===== src/design/dspd_pkg.sv =====
/*
  dspd_pkg: constants for the dual stepper pulse driver.
  Assumes a 125 MHz bus clock and word-aligned AHB-Lite register access.
*/
package dspd_pkg;

  localparam int NUM_CH = 2;
  localparam int WIDTH_W = 5;
  localparam int DIV_W = 18;
  localparam int PER_W = 5;

  // clock rate and base-clock frequencies
  localparam longint CLK_HZ = 125_000_000;
  localparam longint BASE_LONG_HZ = 512;
  localparam longint BASE_SHORT_HZ = 4096;
  // one base period in bus cycles, rounded down
  localparam int LONG_DIV = int'(CLK_HZ / BASE_LONG_HZ);
  localparam int SHORT_DIV = int'(CLK_HZ / BASE_SHORT_HZ);

  // pulse length is (PER_BASE + code) base periods
  localparam logic [PER_W-1:0] PER_BASE = 5'h06;
  localparam logic [WIDTH_W-1:0] WIDTH_FOLD = 5'h08;
  localparam logic [1:0] WIDTH_TOP_BAD = 2'h3;

  // register indices; byte address is four times the index
  localparam logic [29:0] IDX_TRIG = 30'h0000FF10;
  localparam logic [29:0] IDX_CH1_HI = 30'h0000FF11;
  localparam logic [29:0] IDX_CH1_LO = 30'h0000FF12;
  localparam logic [29:0] IDX_CH2_HI = 30'h0000FF13;
  localparam logic [29:0] IDX_CH2_LO = 30'h0000FF14;
  localparam logic [29:0] IDX_BASE = 30'h0000FF15;
  localparam logic [29:0] IDX_MASK = 30'h0000FFE8;
  localparam logic [29:0] IDX_FLAGS = 30'h0000FFF8;
  localparam logic [29:0] IDX_CLEAR = 30'h0000FFF9;

  // decoded register selector
  typedef enum logic [3:0] {
    DSPD_R_NONE,
    DSPD_R_TRIG,
    DSPD_R_CH1_HI,
    DSPD_R_CH1_LO,
    DSPD_R_CH2_HI,
    DSPD_R_CH2_LO,
    DSPD_R_BASE,
    DSPD_R_MASK,
    DSPD_R_FLAGS,
    DSPD_R_CLEAR
  } dspd_reg_t;

  localparam logic [1:0] HTRANS_NONSEQ = 2'h2;
  localparam logic [WIDTH_W-1:0] WIDTH_RST = 5'h00;
  localparam logic [31:0] RDATA_ZERO = 32'h00000000;

endpackage


===== src/design/dspd_top.sv =====
/*
  dspd_top: two-channel stepping motor pulse driver with AHB-Lite registers.
  Assumes single-word AHB-Lite transfers, one clock (hclk), and that
  hclk_en stays high while a bus transfer is in progress.
*/
// Behaviour
// - two independent pulse channels
// - shared select: 512 Hz or 4 kHz base
// - pulse lasts six plus code base periods
// - codes with top bits 11 act as 8
// - writing 1 to bit0 starts channel one
// - first pulse on output a, then alternate
// - channel two same, on bit1
// - trigger bit reads back run status
// - pulse starts promptly after trigger write
// - trigger while running is ignored
// - completion sets flag; mask gates interrupt
// - writing 1 clears a done flag
// - mask bit per channel, 1 enables
// - width code split high bit, low nibble
// - reset clears widths, select, status, masks, flags
// - unused bits read zero, writes dropped
`timescale 1ns/10ps
`default_nettype none
module dspd_top #(
  parameter int LONG_DIV = dspd_pkg::LONG_DIV,
  parameter int SHORT_DIV = dspd_pkg::SHORT_DIV
) (
  // clock, reset, enable
  input wire logic hclk,
  input wire logic hresetn,
  input wire logic hclk_en,
  // ahb-lite slave
  input wire logic hsel,
  input wire logic [31:0] haddr,
  input wire logic [1:0] htrans,
  input wire logic hwrite,
  input wire logic [2:0] hsize,
  input wire logic [31:0] hwdata,
  input wire logic hready,
  output logic [31:0] hrdata,
  output logic hreadyout,
  output logic hresp,
  // motor drive
  output logic ch1_drive_out_a,
  output logic ch1_drive_out_b,
  output logic ch2_drive_out_a,
  output logic ch2_drive_out_b,
  // interrupt
  output logic irq
);

  typedef struct packed {
    logic [dspd_pkg::NUM_CH-1:0][dspd_pkg::WIDTH_W-1:0] width;
    logic base_sel;
    logic [dspd_pkg::NUM_CH-1:0] run;
    logic [dspd_pkg::NUM_CH-1:0] phase;
    logic [dspd_pkg::NUM_CH-1:0][dspd_pkg::DIV_W-1:0] div_cnt;
    logic [dspd_pkg::NUM_CH-1:0][dspd_pkg::PER_W-1:0] per_cnt;
    logic [dspd_pkg::NUM_CH-1:0] flag;
    logic [dspd_pkg::NUM_CH-1:0] mask;
    logic [dspd_pkg::NUM_CH-1:0] out_a;
    logic [dspd_pkg::NUM_CH-1:0] out_b;
    logic irq;
    logic dp_wr;
    dspd_pkg::dspd_reg_t dp_reg;
    logic [31:0] rdata;
    logic ready;
  } dspd_state_t;

  dspd_state_t st_r;
  dspd_state_t st_nxt;

  localparam logic [dspd_pkg::DIV_W-1:0] LONG_LAST = dspd_pkg::DIV_W'(LONG_DIV - 1);
  localparam logic [dspd_pkg::DIV_W-1:0] SHORT_LAST = dspd_pkg::DIV_W'(SHORT_DIV - 1);

  // field positions inside the five-bit width code and its registers
  localparam int CODE_HI = dspd_pkg::WIDTH_W - 1;
  localparam int CODE_TOP = dspd_pkg::WIDTH_W - 2;
  localparam int LO_HI = dspd_pkg::WIDTH_W - 2;
  localparam int FIELD_LSB = 0;
  localparam int CH1 = 0;
  localparam int CH2 = 1;
  // one count step for each counter
  localparam logic [dspd_pkg::PER_W-1:0] PER_STEP = 5'h01;
  localparam logic [dspd_pkg::DIV_W-1:0] DIV_STEP = 18'h00001;

  function automatic dspd_pkg::dspd_reg_t dspd_decode(input logic [29:0] idx);
    dspd_pkg::dspd_reg_t r;
    r = dspd_pkg::DSPD_R_NONE;
    if (idx == dspd_pkg::IDX_TRIG) begin
      r = dspd_pkg::DSPD_R_TRIG;
    end
    if (idx == dspd_pkg::IDX_CH1_HI) begin
      r = dspd_pkg::DSPD_R_CH1_HI;
    end
    if (idx == dspd_pkg::IDX_CH1_LO) begin
      r = dspd_pkg::DSPD_R_CH1_LO;
    end
    if (idx == dspd_pkg::IDX_CH2_HI) begin
      r = dspd_pkg::DSPD_R_CH2_HI;
    end
    if (idx == dspd_pkg::IDX_CH2_LO) begin
      r = dspd_pkg::DSPD_R_CH2_LO;
    end
    if (idx == dspd_pkg::IDX_BASE) begin
      r = dspd_pkg::DSPD_R_BASE;
    end
    if (idx == dspd_pkg::IDX_MASK) begin
      r = dspd_pkg::DSPD_R_MASK;
    end
    if (idx == dspd_pkg::IDX_FLAGS) begin
      r = dspd_pkg::DSPD_R_FLAGS;
    end
    // write-only alias of the flag clear
    if (idx == dspd_pkg::IDX_CLEAR) begin
      r = dspd_pkg::DSPD_R_CLEAR;
    end
    return r;
  endfunction

  // last period index for a width code
  function automatic logic [dspd_pkg::PER_W-1:0] dspd_last(
      input logic [dspd_pkg::WIDTH_W-1:0] code);
    logic [dspd_pkg::WIDTH_W-1:0] eff;
    eff = code;
    if (code[CODE_HI:CODE_TOP] == dspd_pkg::WIDTH_TOP_BAD) begin
      eff = dspd_pkg::WIDTH_FOLD;
    end
    // 6 + 23 - 1 fits five bits
    return dspd_pkg::PER_W'(dspd_pkg::PER_BASE + eff - PER_STEP);
  endfunction

  // read word for a decoded register; unused bits stay zero
  function automatic logic [31:0] dspd_rd_word(
      input dspd_state_t s,
      input dspd_pkg::dspd_reg_t r);
    logic [31:0] w;
    w = dspd_pkg::RDATA_ZERO;
    unique case (r)
      dspd_pkg::DSPD_R_TRIG: begin
        w[dspd_pkg::NUM_CH-1:FIELD_LSB] = s.run;
      end
      dspd_pkg::DSPD_R_CH1_HI: begin
        w[FIELD_LSB] = s.width[CH1][CODE_HI];
      end
      dspd_pkg::DSPD_R_CH1_LO: begin
        w[LO_HI:FIELD_LSB] = s.width[CH1][LO_HI:FIELD_LSB];
      end
      dspd_pkg::DSPD_R_CH2_HI: begin
        w[FIELD_LSB] = s.width[CH2][CODE_HI];
      end
      dspd_pkg::DSPD_R_CH2_LO: begin
        w[LO_HI:FIELD_LSB] = s.width[CH2][LO_HI:FIELD_LSB];
      end
      dspd_pkg::DSPD_R_BASE: begin
        w[FIELD_LSB] = s.base_sel;
      end
      dspd_pkg::DSPD_R_MASK: begin
        w[dspd_pkg::NUM_CH-1:FIELD_LSB] = s.mask;
      end
      dspd_pkg::DSPD_R_FLAGS: begin
        w[dspd_pkg::NUM_CH-1:FIELD_LSB] = s.flag;
      end
      // clear register is write-only; holes read zero
      dspd_pkg::DSPD_R_CLEAR, dspd_pkg::DSPD_R_NONE: begin
      end
    endcase
    return w;
  endfunction

  always_comb begin
    logic addr_ok;
    logic [dspd_pkg::NUM_CH-1:0] trig;
    logic [dspd_pkg::NUM_CH-1:0] clr;
    logic [dspd_pkg::NUM_CH-1:0] done;
    logic [dspd_pkg::DIV_W-1:0] div_last;
    dspd_pkg::dspd_reg_t rsel;
    addr_ok = 1'b0;
    trig = '0;
    clr = '0;
    done = '0;
    div_last = '0;
    rsel = dspd_pkg::DSPD_R_NONE;
    st_nxt = st_r;

    // data phase of a write: apply hwdata
    if (st_r.dp_wr) begin
      unique case (st_r.dp_reg)
        dspd_pkg::DSPD_R_TRIG: begin
          trig = hwdata[dspd_pkg::NUM_CH-1:FIELD_LSB];
        end
        dspd_pkg::DSPD_R_CH1_HI: begin
          st_nxt.width[CH1][CODE_HI] = hwdata[FIELD_LSB];
        end
        dspd_pkg::DSPD_R_CH1_LO: begin
          st_nxt.width[CH1][LO_HI:FIELD_LSB] = hwdata[LO_HI:FIELD_LSB];
        end
        dspd_pkg::DSPD_R_CH2_HI: begin
          st_nxt.width[CH2][CODE_HI] = hwdata[FIELD_LSB];
        end
        dspd_pkg::DSPD_R_CH2_LO: begin
          st_nxt.width[CH2][LO_HI:FIELD_LSB] = hwdata[LO_HI:FIELD_LSB];
        end
        dspd_pkg::DSPD_R_BASE: begin
          st_nxt.base_sel = hwdata[FIELD_LSB];
        end
        dspd_pkg::DSPD_R_MASK: begin
          st_nxt.mask = hwdata[dspd_pkg::NUM_CH-1:FIELD_LSB];
        end
        // both addresses clear: flags take write-one-to-clear directly
        dspd_pkg::DSPD_R_FLAGS, dspd_pkg::DSPD_R_CLEAR: begin
          clr = hwdata[dspd_pkg::NUM_CH-1:FIELD_LSB];
        end
        // unmapped: write dropped
        dspd_pkg::DSPD_R_NONE: begin
        end
      endcase
    end

    // timing changes mid-pulse take effect at once; software keeps idle
    div_last = st_r.base_sel ? SHORT_LAST : LONG_LAST;

    for (int c = 0; c < dspd_pkg::NUM_CH; c++) begin
      if (st_r.run[c]) begin
        if (st_r.div_cnt[c] >= div_last) begin
          st_nxt.div_cnt[c] = '0;
          if (st_r.per_cnt[c] >= dspd_last(st_r.width[c])) begin
            done[c] = 1'b1;
            st_nxt.run[c] = 1'b0;
            st_nxt.phase[c] = ~st_r.phase[c];
          end else begin
            st_nxt.per_cnt[c] = st_r.per_cnt[c] + PER_STEP;
          end
        end else begin
          st_nxt.div_cnt[c] = st_r.div_cnt[c] + DIV_STEP;
        end
      end else if (trig[c]) begin
        // start at once, own divider restarted so width is exact
        st_nxt.run[c] = 1'b1;
        st_nxt.div_cnt[c] = '0;
        st_nxt.per_cnt[c] = '0;
      end
      // a trigger while running falls through untouched
      // set wins over clear in the same cycle
      st_nxt.flag[c] = (st_r.flag[c] & ~clr[c]) | done[c];
      st_nxt.out_a[c] = st_nxt.run[c] & ~st_nxt.phase[c];
      st_nxt.out_b[c] = st_nxt.run[c] & st_nxt.phase[c];
    end

    st_nxt.irq = |(st_nxt.flag & st_nxt.mask);

    // address phase: decode and prepare read data
    st_nxt.dp_wr = 1'b0;
    st_nxt.dp_reg = dspd_pkg::DSPD_R_NONE;
    st_nxt.ready = 1'b1;
    if (hsel && hready && htrans == dspd_pkg::HTRANS_NONSEQ) begin
      addr_ok = 1'b1;
      rsel = dspd_decode(haddr[31:2]);
    end
    st_nxt.rdata = dspd_pkg::RDATA_ZERO;
    if (addr_ok) begin
      st_nxt.dp_wr = hwrite;
      st_nxt.dp_reg = rsel;
      // read data registered here so hrdata stands in the data phase
      if (!hwrite) begin
        st_nxt.rdata = dspd_rd_word(st_r, rsel);
      end
    end
  end

  always_ff @(posedge hclk or negedge hresetn) begin
    if (!hresetn) begin
      st_r <= '0;
      st_r.width <= {dspd_pkg::WIDTH_RST, dspd_pkg::WIDTH_RST};
      st_r.ready <= 1'b1;
    end else if (hclk_en) begin
      st_r <= st_nxt;
    end
  end

  assign hrdata = st_r.rdata;
  assign hreadyout = st_r.ready;
  assign hresp = 1'b0;

  // per-channel drive nets, each bit straight from its register
  logic [dspd_pkg::NUM_CH-1:0] drive_a;
  logic [dspd_pkg::NUM_CH-1:0] drive_b;
  for (genvar g = 0; g < dspd_pkg::NUM_CH; g++) begin : g_ch
    assign drive_a[g] = st_r.out_a[g];
    assign drive_b[g] = st_r.out_b[g];
  end

  assign ch1_drive_out_a = drive_a[CH1];
  assign ch1_drive_out_b = drive_b[CH1];
  assign ch2_drive_out_a = drive_a[CH2];
  assign ch2_drive_out_b = drive_b[CH2];
  assign irq = st_r.irq;

endmodule
`default_nettype wire


===== config.mk =====
export PLATFORM = sky130hd
export DESIGN_NAME = dspd_top
export DESIGN_NICKNAME = d
export VERILOG_FILES = /design/src/design/dspd_pkg.sv /design/src/design/dspd_top.sv
export SDC_FILE = /design/constraint.sdc
export NUM_CORES = 1
export LEC_CHECK = 0
export BUFFER_PORTS_ARGS = -buffer_cell sky130_fd_sc_hd__buf_2
export CAP_MARGIN = 20
export CORE_ASPECT_RATIO = 1.1
export CORE_UTILIZATION = 51
export DETAILED_ROUTE_END_ITERATION = 8
export GPL_ROUTABILITY_DRIVEN = 0
export GPL_TIMING_DRIVEN = 0
export PLACE_DENSITY = 0.81
export REMOVE_ABC_BUFFERS = 1
export SLEW_MARGIN = 20
export SYNTH_ARGS = -nofsm -noshare
export SYNTH_HDL_FRONTEND = slang
export SYNTH_SLANG_ARGS = --single-unit
export TNS_END_PERCENT = 5

===== constraint.sdc =====
create_clock -name hclk -period 2.9 [get_ports hclk]
set_clock_uncertainty 0.1 [all_clocks]
set_input_delay 0 -clock hclk [delete_from_list [all_inputs] [get_ports hclk]]
set_output_delay 0 -clock hclk [all_outputs]
set_load 0.01 [all_outputs]

==> impl_results.md, run 1 <==
* First-pass GRT wire length at 21.4 mm
* CTS sink cnt at 79
* Number of antenna diodes at 0
* Initial Utilization at 52.8%
* Final setup fails at 0
* Sw frac at 31.2%
* Via Count at 4797
* Yosys warnings at 0
* Max transition margin at 35.3%
* Sequential share of power at 44.0%
* Total Routing Usage GR at 23.6%
* Num CTS Buffers at 9
* Area delta synth->final at 13.7%
* Leak Pwr at 3.02 nW
* Met1 global-route usage at 29.3%
* Distinct cells, synth at 71
* Post-synthesis cell area at 5510 um2
* Max Root-Sink Buffers at 2
* GRT overflow at 0
* Placed Cells at 780
* Share of layout cells above drive strength 1 at 18.6%
* Critical path type: flip-flop to flip-flop
* Register area share after synthesis at 35.9%
* Number of iterations in the first detailed-routing pass at 7
* Tmin final at 2.88 ns
* Power share of the combinational group at 19.1%
* Core Area at 10400 um2
* Met3 usage at 4.10%
* Post-DP HPWL at 8.51 mm
* Setup crit end kind: flip-flop
* Measured slew at the worst slew-check pin at 0.967 ns
* Die H at 111 um
* WL final at 12.5 mm
* EDFF count, synth at 0
* Slew Viols, Final at 0
* Antenna Violating Nets Remaining at 0
* FP Rows at 39
* Register bit count reported by yosys at 79
* Filler cells at 905
* Via density at 5.91
* Max Fclk at 347 MHz
* Gr busiest metal: met2
* Ys async rst share at 100%
* Vias in the first global route at 4609
* Starting DRT DRC Count at 245
* Hold Vio Cnt, Final at 0
* PD cells at 495 nW/um2
* Clk_lat worst skew at 0.34 ns
* Sw Pwr at 0.967 mW
* Clock share of power at 36.9%
* Max Fanout on Critical Path at 11
* Largest area contributor in the netlist: dfrtp_1
* # IOs at 114
* Final std cells w/o fill at 811
* Nets at 780
* Top-area cell type share of the netlist area at 35.9%
* Pre-CTS setup slack at -1.11 ns
* Critical Path Start Type: flip-flop
* Die footprint at 11200 um2
* Peak supply drop at 0.321 mV
* Final Worst Setup Slack at 0.0169 ns
* Synth Instances at 611
* Largest net degree at the start of global routing at 51
* CTS tree: done
* Max Cap Violations at 0
* Antenna violations before repair at 0
* Register Area at 1980 um2
* I/O Buffers at 50
* Clk root buf: clkbuf_16
* CTS clock-pin slew for the worst setup and hold paths at 0.06 ns
* Outcome: completed
* DRC viols at 0
* Unrepaired setup endpoints after global routing: yes
* Multi-input logic area at 3290 um2
* Worst Path Arrival at 3.04 ns
* Setup TNS at 0 ns
* Top area cells in the synthesized netlist: dfrtp_1 (36%), ha_1 (9.5%), buf_4 (4.6%)
* Req. time, crit path at 3.06 ns
* WL/cell at 15.4 um
* Mapped Avg Cell Area at 9.02 um2
* H-tree depth at 3
* Min-Delay Path Class: primary input to flip-flop
* Met2 GRT Util at 40.9%
* P_int at 2.13 mW
* Die Wd at 101 um
* Final period util at 99.4%
* Ys flop type: dfrtp_1
placed cells by master, fill, tap and decap left out, types with 10 or more instances in the layout:
master / n
buf_2: 49
o21ai_0: 29
conb_1: 30
and3_1: 21
inv_1: 23
a21o_1: 10
ha_1: 42
nand3_1: 19
a31oi_1: 13
dfrtp_1: 76
nand2_1: 63
nor2_1: 35
mux2i_1: 10
or3_1: 15
nand4_1: 14
mux2_2: 14
a21oi_1: 35
power by group through the flow:
stage	clock network (mW)	logic, mW	registers [mW]
3_3_place_gp	0	0.494	1.37
2_1_floorplan	0	0.371	1.34
4_1_cts	1.15	0.560	1.36
6_report	1.14	0.593	1.37
5_1_grt	1.21	0.678	1.39
3_5_place_dp	0	0.540	1.38
through the flow:
stage,area (um2),utilization (%),hold WS (ns),power [mW]
after floorplan,5280,-,-0.396,1.71
after global placement,5710,54.7,0.145,1.86
after detailed placement,5740,55.0,-0.135,1.92
after CTS,6210,59.4,0.0223,3.07
after global routing,6260,60.0,0.0386,3.27
final,6260,60.0,0.0197,3.10
worst paths after layout:
kind | end | depth (start not counted) | slack [ns] | from
max | st_r[77]$_DFFE_PN0P_ | 9 | 0.02 | st_r[97]$_DFFE_PN0P_
min | st_r[37]$_DFFE_PN0P_ | 3 | 0.02 | htrans[0]
max reg2reg | st_r[77]$_DFFE_PN0P_ | 9 | 0.02 | st_r[97]$_DFFE_PN0P_
min reg2reg | drive_a[0]$_DFFE_PN0P_ | 1 | 0.39 | drive_a[0]$_DFFE_PN0P_
max in group asynchronous | st_r[80]$_DFFE_PN0P_ | 3 | 2.06 | hresetn
min in group asynchronous | st_r[47]$_DFFE_PN0P_ | 2 | 0.05 | hresetn
cells in the mapped netlist (all sizes together) (4+ instances only):
cell	number
nand4	14
o2bb2ai	6
a21o	10
a31oi	13
nor3	7
o21ai	32
nor2	36
and2	5
dfrtp	79
or3	17
a22oi	4
ha	42
a21oi	39
a31o	4
and3	21
nand2	64
or2	5
xor2	5
xnor2	8
inv	24
nor2b	6
mux2	15
nand2b	10
clkbuf	15
a211oi	4
nor4	5
buf	38
nand3	19
a41oi	4
mux2i	10
area by class of cell:
class / instances / share of cell area (%)
inverter: 25 / 1.56
sequential: 79 / 31.7
multi-input combinational: 482 / 52.6
clock inverter: 7 / 1.16
timing repair buffer: 66 / 6.57
clock buffer: 9 / 3.60
tap: 143 / 2.86
routing by layer:
layer | wire [um] | vias to the layer above
li1 | - | 2282
met1 | 5220 | 2328
met2 | 6420 | 169
met3 | 613 | 18
met4 | 217 | 0
met5 | 0 | -
cells by family after synthesis:
| kind of cell | share of synthesized area, % |
|---|---|
| AND/OR/NAND/NOR | 22.1 |
| AO/OA/AOI/OAI | 17.7 |
| flip-flops | 35.9 |
| buffers and inverters | 7.70 |
| adder cells (fa/ha/maj) | 9.54 |
| multiplexers | 4.88 |
| XOR/XNOR | 2.07 |
| other | 0.136 |
registers in the layout (all words and copies together), names as in the netlist:
name     cells
irq          1
drive_b      2
drive_a      2
st_r        70
hrdata       4
worst max-delay path, stage by stage, from the launching register on:
cell and delay [ns]:
dfrtp_4 0.51, buf_6 0.17, ha_1 0.30, a21o_1 0.18, a211o_1 0.30, a211o_1 0.27, o221ai_4 0.32, nand2_4 0.14
or4_1 0.43, o21ai_0 0.08
timing repair:
item | CTS | global route
endpoints found under the hold margin | 98 | 0
buffers inserted | 9 | 0
hold buffers | 6 | 0
resized for setup | 12 | 15
gates cloned | 0 | 0
endpoints found under the setup margin | 57 | 39
pin swaps | 3 | 8
Power figures use the tool's default switching activity.
==> run 2: changes to the inputs <==
- RECOVER_POWER: unset -> 25
==> impl_results.md, run 2 (same netlist as run 1, synthesis figures left out) <==
* Outcome: complete, but fails checks
* Failing checks: max-capacitance violations, max-slew violations
* Via Count at 4801 (+0.083%)
* Design area at 6260 um2 (about the same)
* Setup crit end kind: flip-flop
* Hold_sp: htrans[0]
* H-tree depth at 3 (unchanged)
* # IOs at 114 (unchanged)
* P_int at 2.13 mW (about the same)
* CTS sink cnt at 79 (unchanged)
* Die footprint at 11200 um2 (unchanged)
* Utilization after layout at 59.9% (about the same)
* CTS clock-pin slew for the worst setup and hold paths at 0.06 ns (about the same)
* Most frequent cells in the layout: dfrtp_1 (76), nand2_1 (63), buf_2 (49)
* Worst r2r src: st_r[97]$_DFFE_PN0P_
* First-pass GRT wire length at 21.4 mm (unchanged)
* Clock share of power at 36.9% (about the same)
* Reg2Reg Setup Slack at 0.02 ns (about the same)
* Num CTS Buffers at 9 (unchanged)
* Antenna Violating Nets Remaining at 0 (unchanged)
* Clk_lat worst skew at 0.34 ns (about the same)
* PD cells at 495 nW/um2 (about the same)
* Max reg flops at 70 (unchanged)
* WHS Endpoint: st_r[37]$_DFFE_PN0P_
* Tmin final at 2.88 ns (+0.000257 ns)
* GRT overflow at 0 (unchanged)
* CTS tree: done
* Number of antenna diodes at 0 (unchanged)
* Max Fanout on Critical Path at 11 (unchanged)
* Number of iterations in the first detailed-routing pass at 5 (-2)
* Hold WS at 0.0198 ns (+0.0000940 ns)
* Initial Utilization at 52.8% (unchanged)
* Peak supply drop at 0.321 mV (+0.21%)
* Hold Vio Cnt, Final at 0 (unchanged)
* Measured slew at the worst slew-check pin at 1.77 ns (+0.798 ns)
* Starting DRT DRC Count at 245 (unchanged)
* Slew Viols, Final at 30 (+30)
* Largest net degree at the start of global routing at 51 (unchanged)
* FP Rows at 39 (unchanged)
* Sw Pwr at 0.966 mW (about the same)
* Die H at 111 um (unchanged)
* Critical path type: flip-flop to flip-flop
* Core Area at 10400 um2 (unchanged)
* Total Routing Usage GR at 23.6% (unchanged)
* Min-Delay Path Class: primary input to flip-flop
* Share of layout cells above drive strength 1 at 18.4% (-0.15 points)
* Power share of the combinational group at 19.1% (about the same)
* Req. time, crit path at 3.06 ns (about the same)
* Sequential share of power at 44.0% (about the same)
* Critical Path Start Type: flip-flop
* Area delta synth->final at 13.6% (about the same)
* Unrepaired setup endpoints after global routing: yes
* Worst hold path depth at 3 (unchanged)
* Largest register by flop count: st_r
* Vias in the first global route at 4609 (unchanged)
* Max transition margin at -17.7% (-53 points)
* Max Cap Violations at 1 (+1)
* Max Fclk at 347 MHz (about the same)
* Via density at 5.92 (about the same)
* I/O Buffers at 50 (unchanged)
* Final setup fails at 0 (unchanged)
* DRC viols at 0 (unchanged)
* Cell Area, Placed at 5740 um2 (unchanged)
* Most common cell after layout, fill and taps aside: dfrtp_1
* Antenna violations before repair at 0 (unchanged)
* WL final at 12.5 mm (-0.11%)
* Nets at 780 (unchanged)
* Leak Pwr at 3.02 nW (-0.12%)
* Clk root buf: clkbuf_16
* Max Root-Sink Buffers at 2 (unchanged)
* Post-DP HPWL at 8.51 mm (unchanged)
* Final period util at 99.4% (about the same)
* Pwr Total at 3.10 mW (about the same)
* WL/cell at 15.4 um (-0.11%)
* R2R Path End: st_r[77]$_DFFE_PN0P_
* Die Wd at 101 um (unchanged)
* Reg2Reg Depth at 9 (unchanged)
* Sw frac at 31.2% (about the same)
* Worst Path Arrival at 3.04 ns (about the same)
[run 2: cell types whose count changed in the layout (fill, tap and decap cells not counted), sizes merged]
cell    delta
buf        -1
clkbuf     +1
[run 2: worst max path at each step]
stage | end | slack [ns] | start
3_3_place_gp | st_r[62]$_DFFE_PN0P_ | -1.02 | st_r[97]$_DFFE_PN0P_
3_5_place_dp | st_r[62]$_DFFE_PN0P_ | -1.11 | st_r[97]$_DFFE_PN0P_
4_1_cts | st_r[84]$_DFFE_PN0P_ | -0.002 | st_r[97]$_DFFE_PN0P_
2_1_floorplan | st_r[62]$_DFFE_PN0P_ | -0.14 | st_r[97]$_DFFE_PN0P_
6_report | st_r[77]$_DFFE_PN0P_ | 0.02 | st_r[97]$_DFFE_PN0P_
5_1_grt | st_r[77]$_DFFE_PN0P_ | -0.08 | st_r[97]$_DFFE_PN0P_
[run 2: timing repair]
action                                  in CTS  in global routing
gates resized for setup                     12                 15
pin swaps                                    3                  8
endpoints found under the setup margin      57                 39
cloned                                       0                  0
buffers inserted                             9                  0
endpoints found under the hold margin       98                  0
hold buffers                                 6                  0
[run 2: worst max-delay path, stage by stage, from the launching register on]
cell and delay, ns:
dfrtp_4 0.51, buf_6 0.17, ha_1 0.30, a21o_1 0.18
a211o_1 0.30, a211o_1 0.27, o221ai_4 0.32, nand2_4 0.14
or4_1 0.43, o21ai_0 0.08
[run 2: cell type report]
| cell class | instances | area (um2) |
|---|---|---|
| clock buffer | 9 | 225 |
| clock inverter | 7 | 72.6 |
| fill | 907 | 4180 |
| inverter | 25 | 97.6 |
| multi-input combinational | 482 | 3290 |
| sequential | 79 | 1980 |
| tap | 143 | 179 |
| timing repair buffer | 66 | 408 |
[run 2: per-stage QoR]
| stage | worst slack (ns) | TNS (ns) | std cells |
|---|---|---|---|
| finish | 0.0166 | 0 | 811 |
| CTS | -0.00180 | -0.00407 | 811 |
| global placement | -1.02 | -30.96 | 779 |
| floorplan | -0.136 | -0.769 | 586 |
| detailed placement | -1.11 | -36.17 | 780 |
| global route | -0.0762 | -0.567 | 811 |
[run 2: power groups by stage]
stage	Sequential (mW)	Clock (mW)	Combinational [mW]
after floorplan	1.34	0	0.371
after global placement	1.37	0	0.494
after detailed placement	1.38	0	0.540
after CTS	1.36	1.15	0.560
after global routing	1.39	1.21	0.678
final	1.36	1.14	0.593
[run 2: metal layers]
metal	vias up	GRT usage (%)	wire [um]
li1	2280	-	-
met1	2335	29.3	5210
met2	168	40.9	6420
met3	18	4.10	616
met4	0	7.54	217
met5	-	0	0
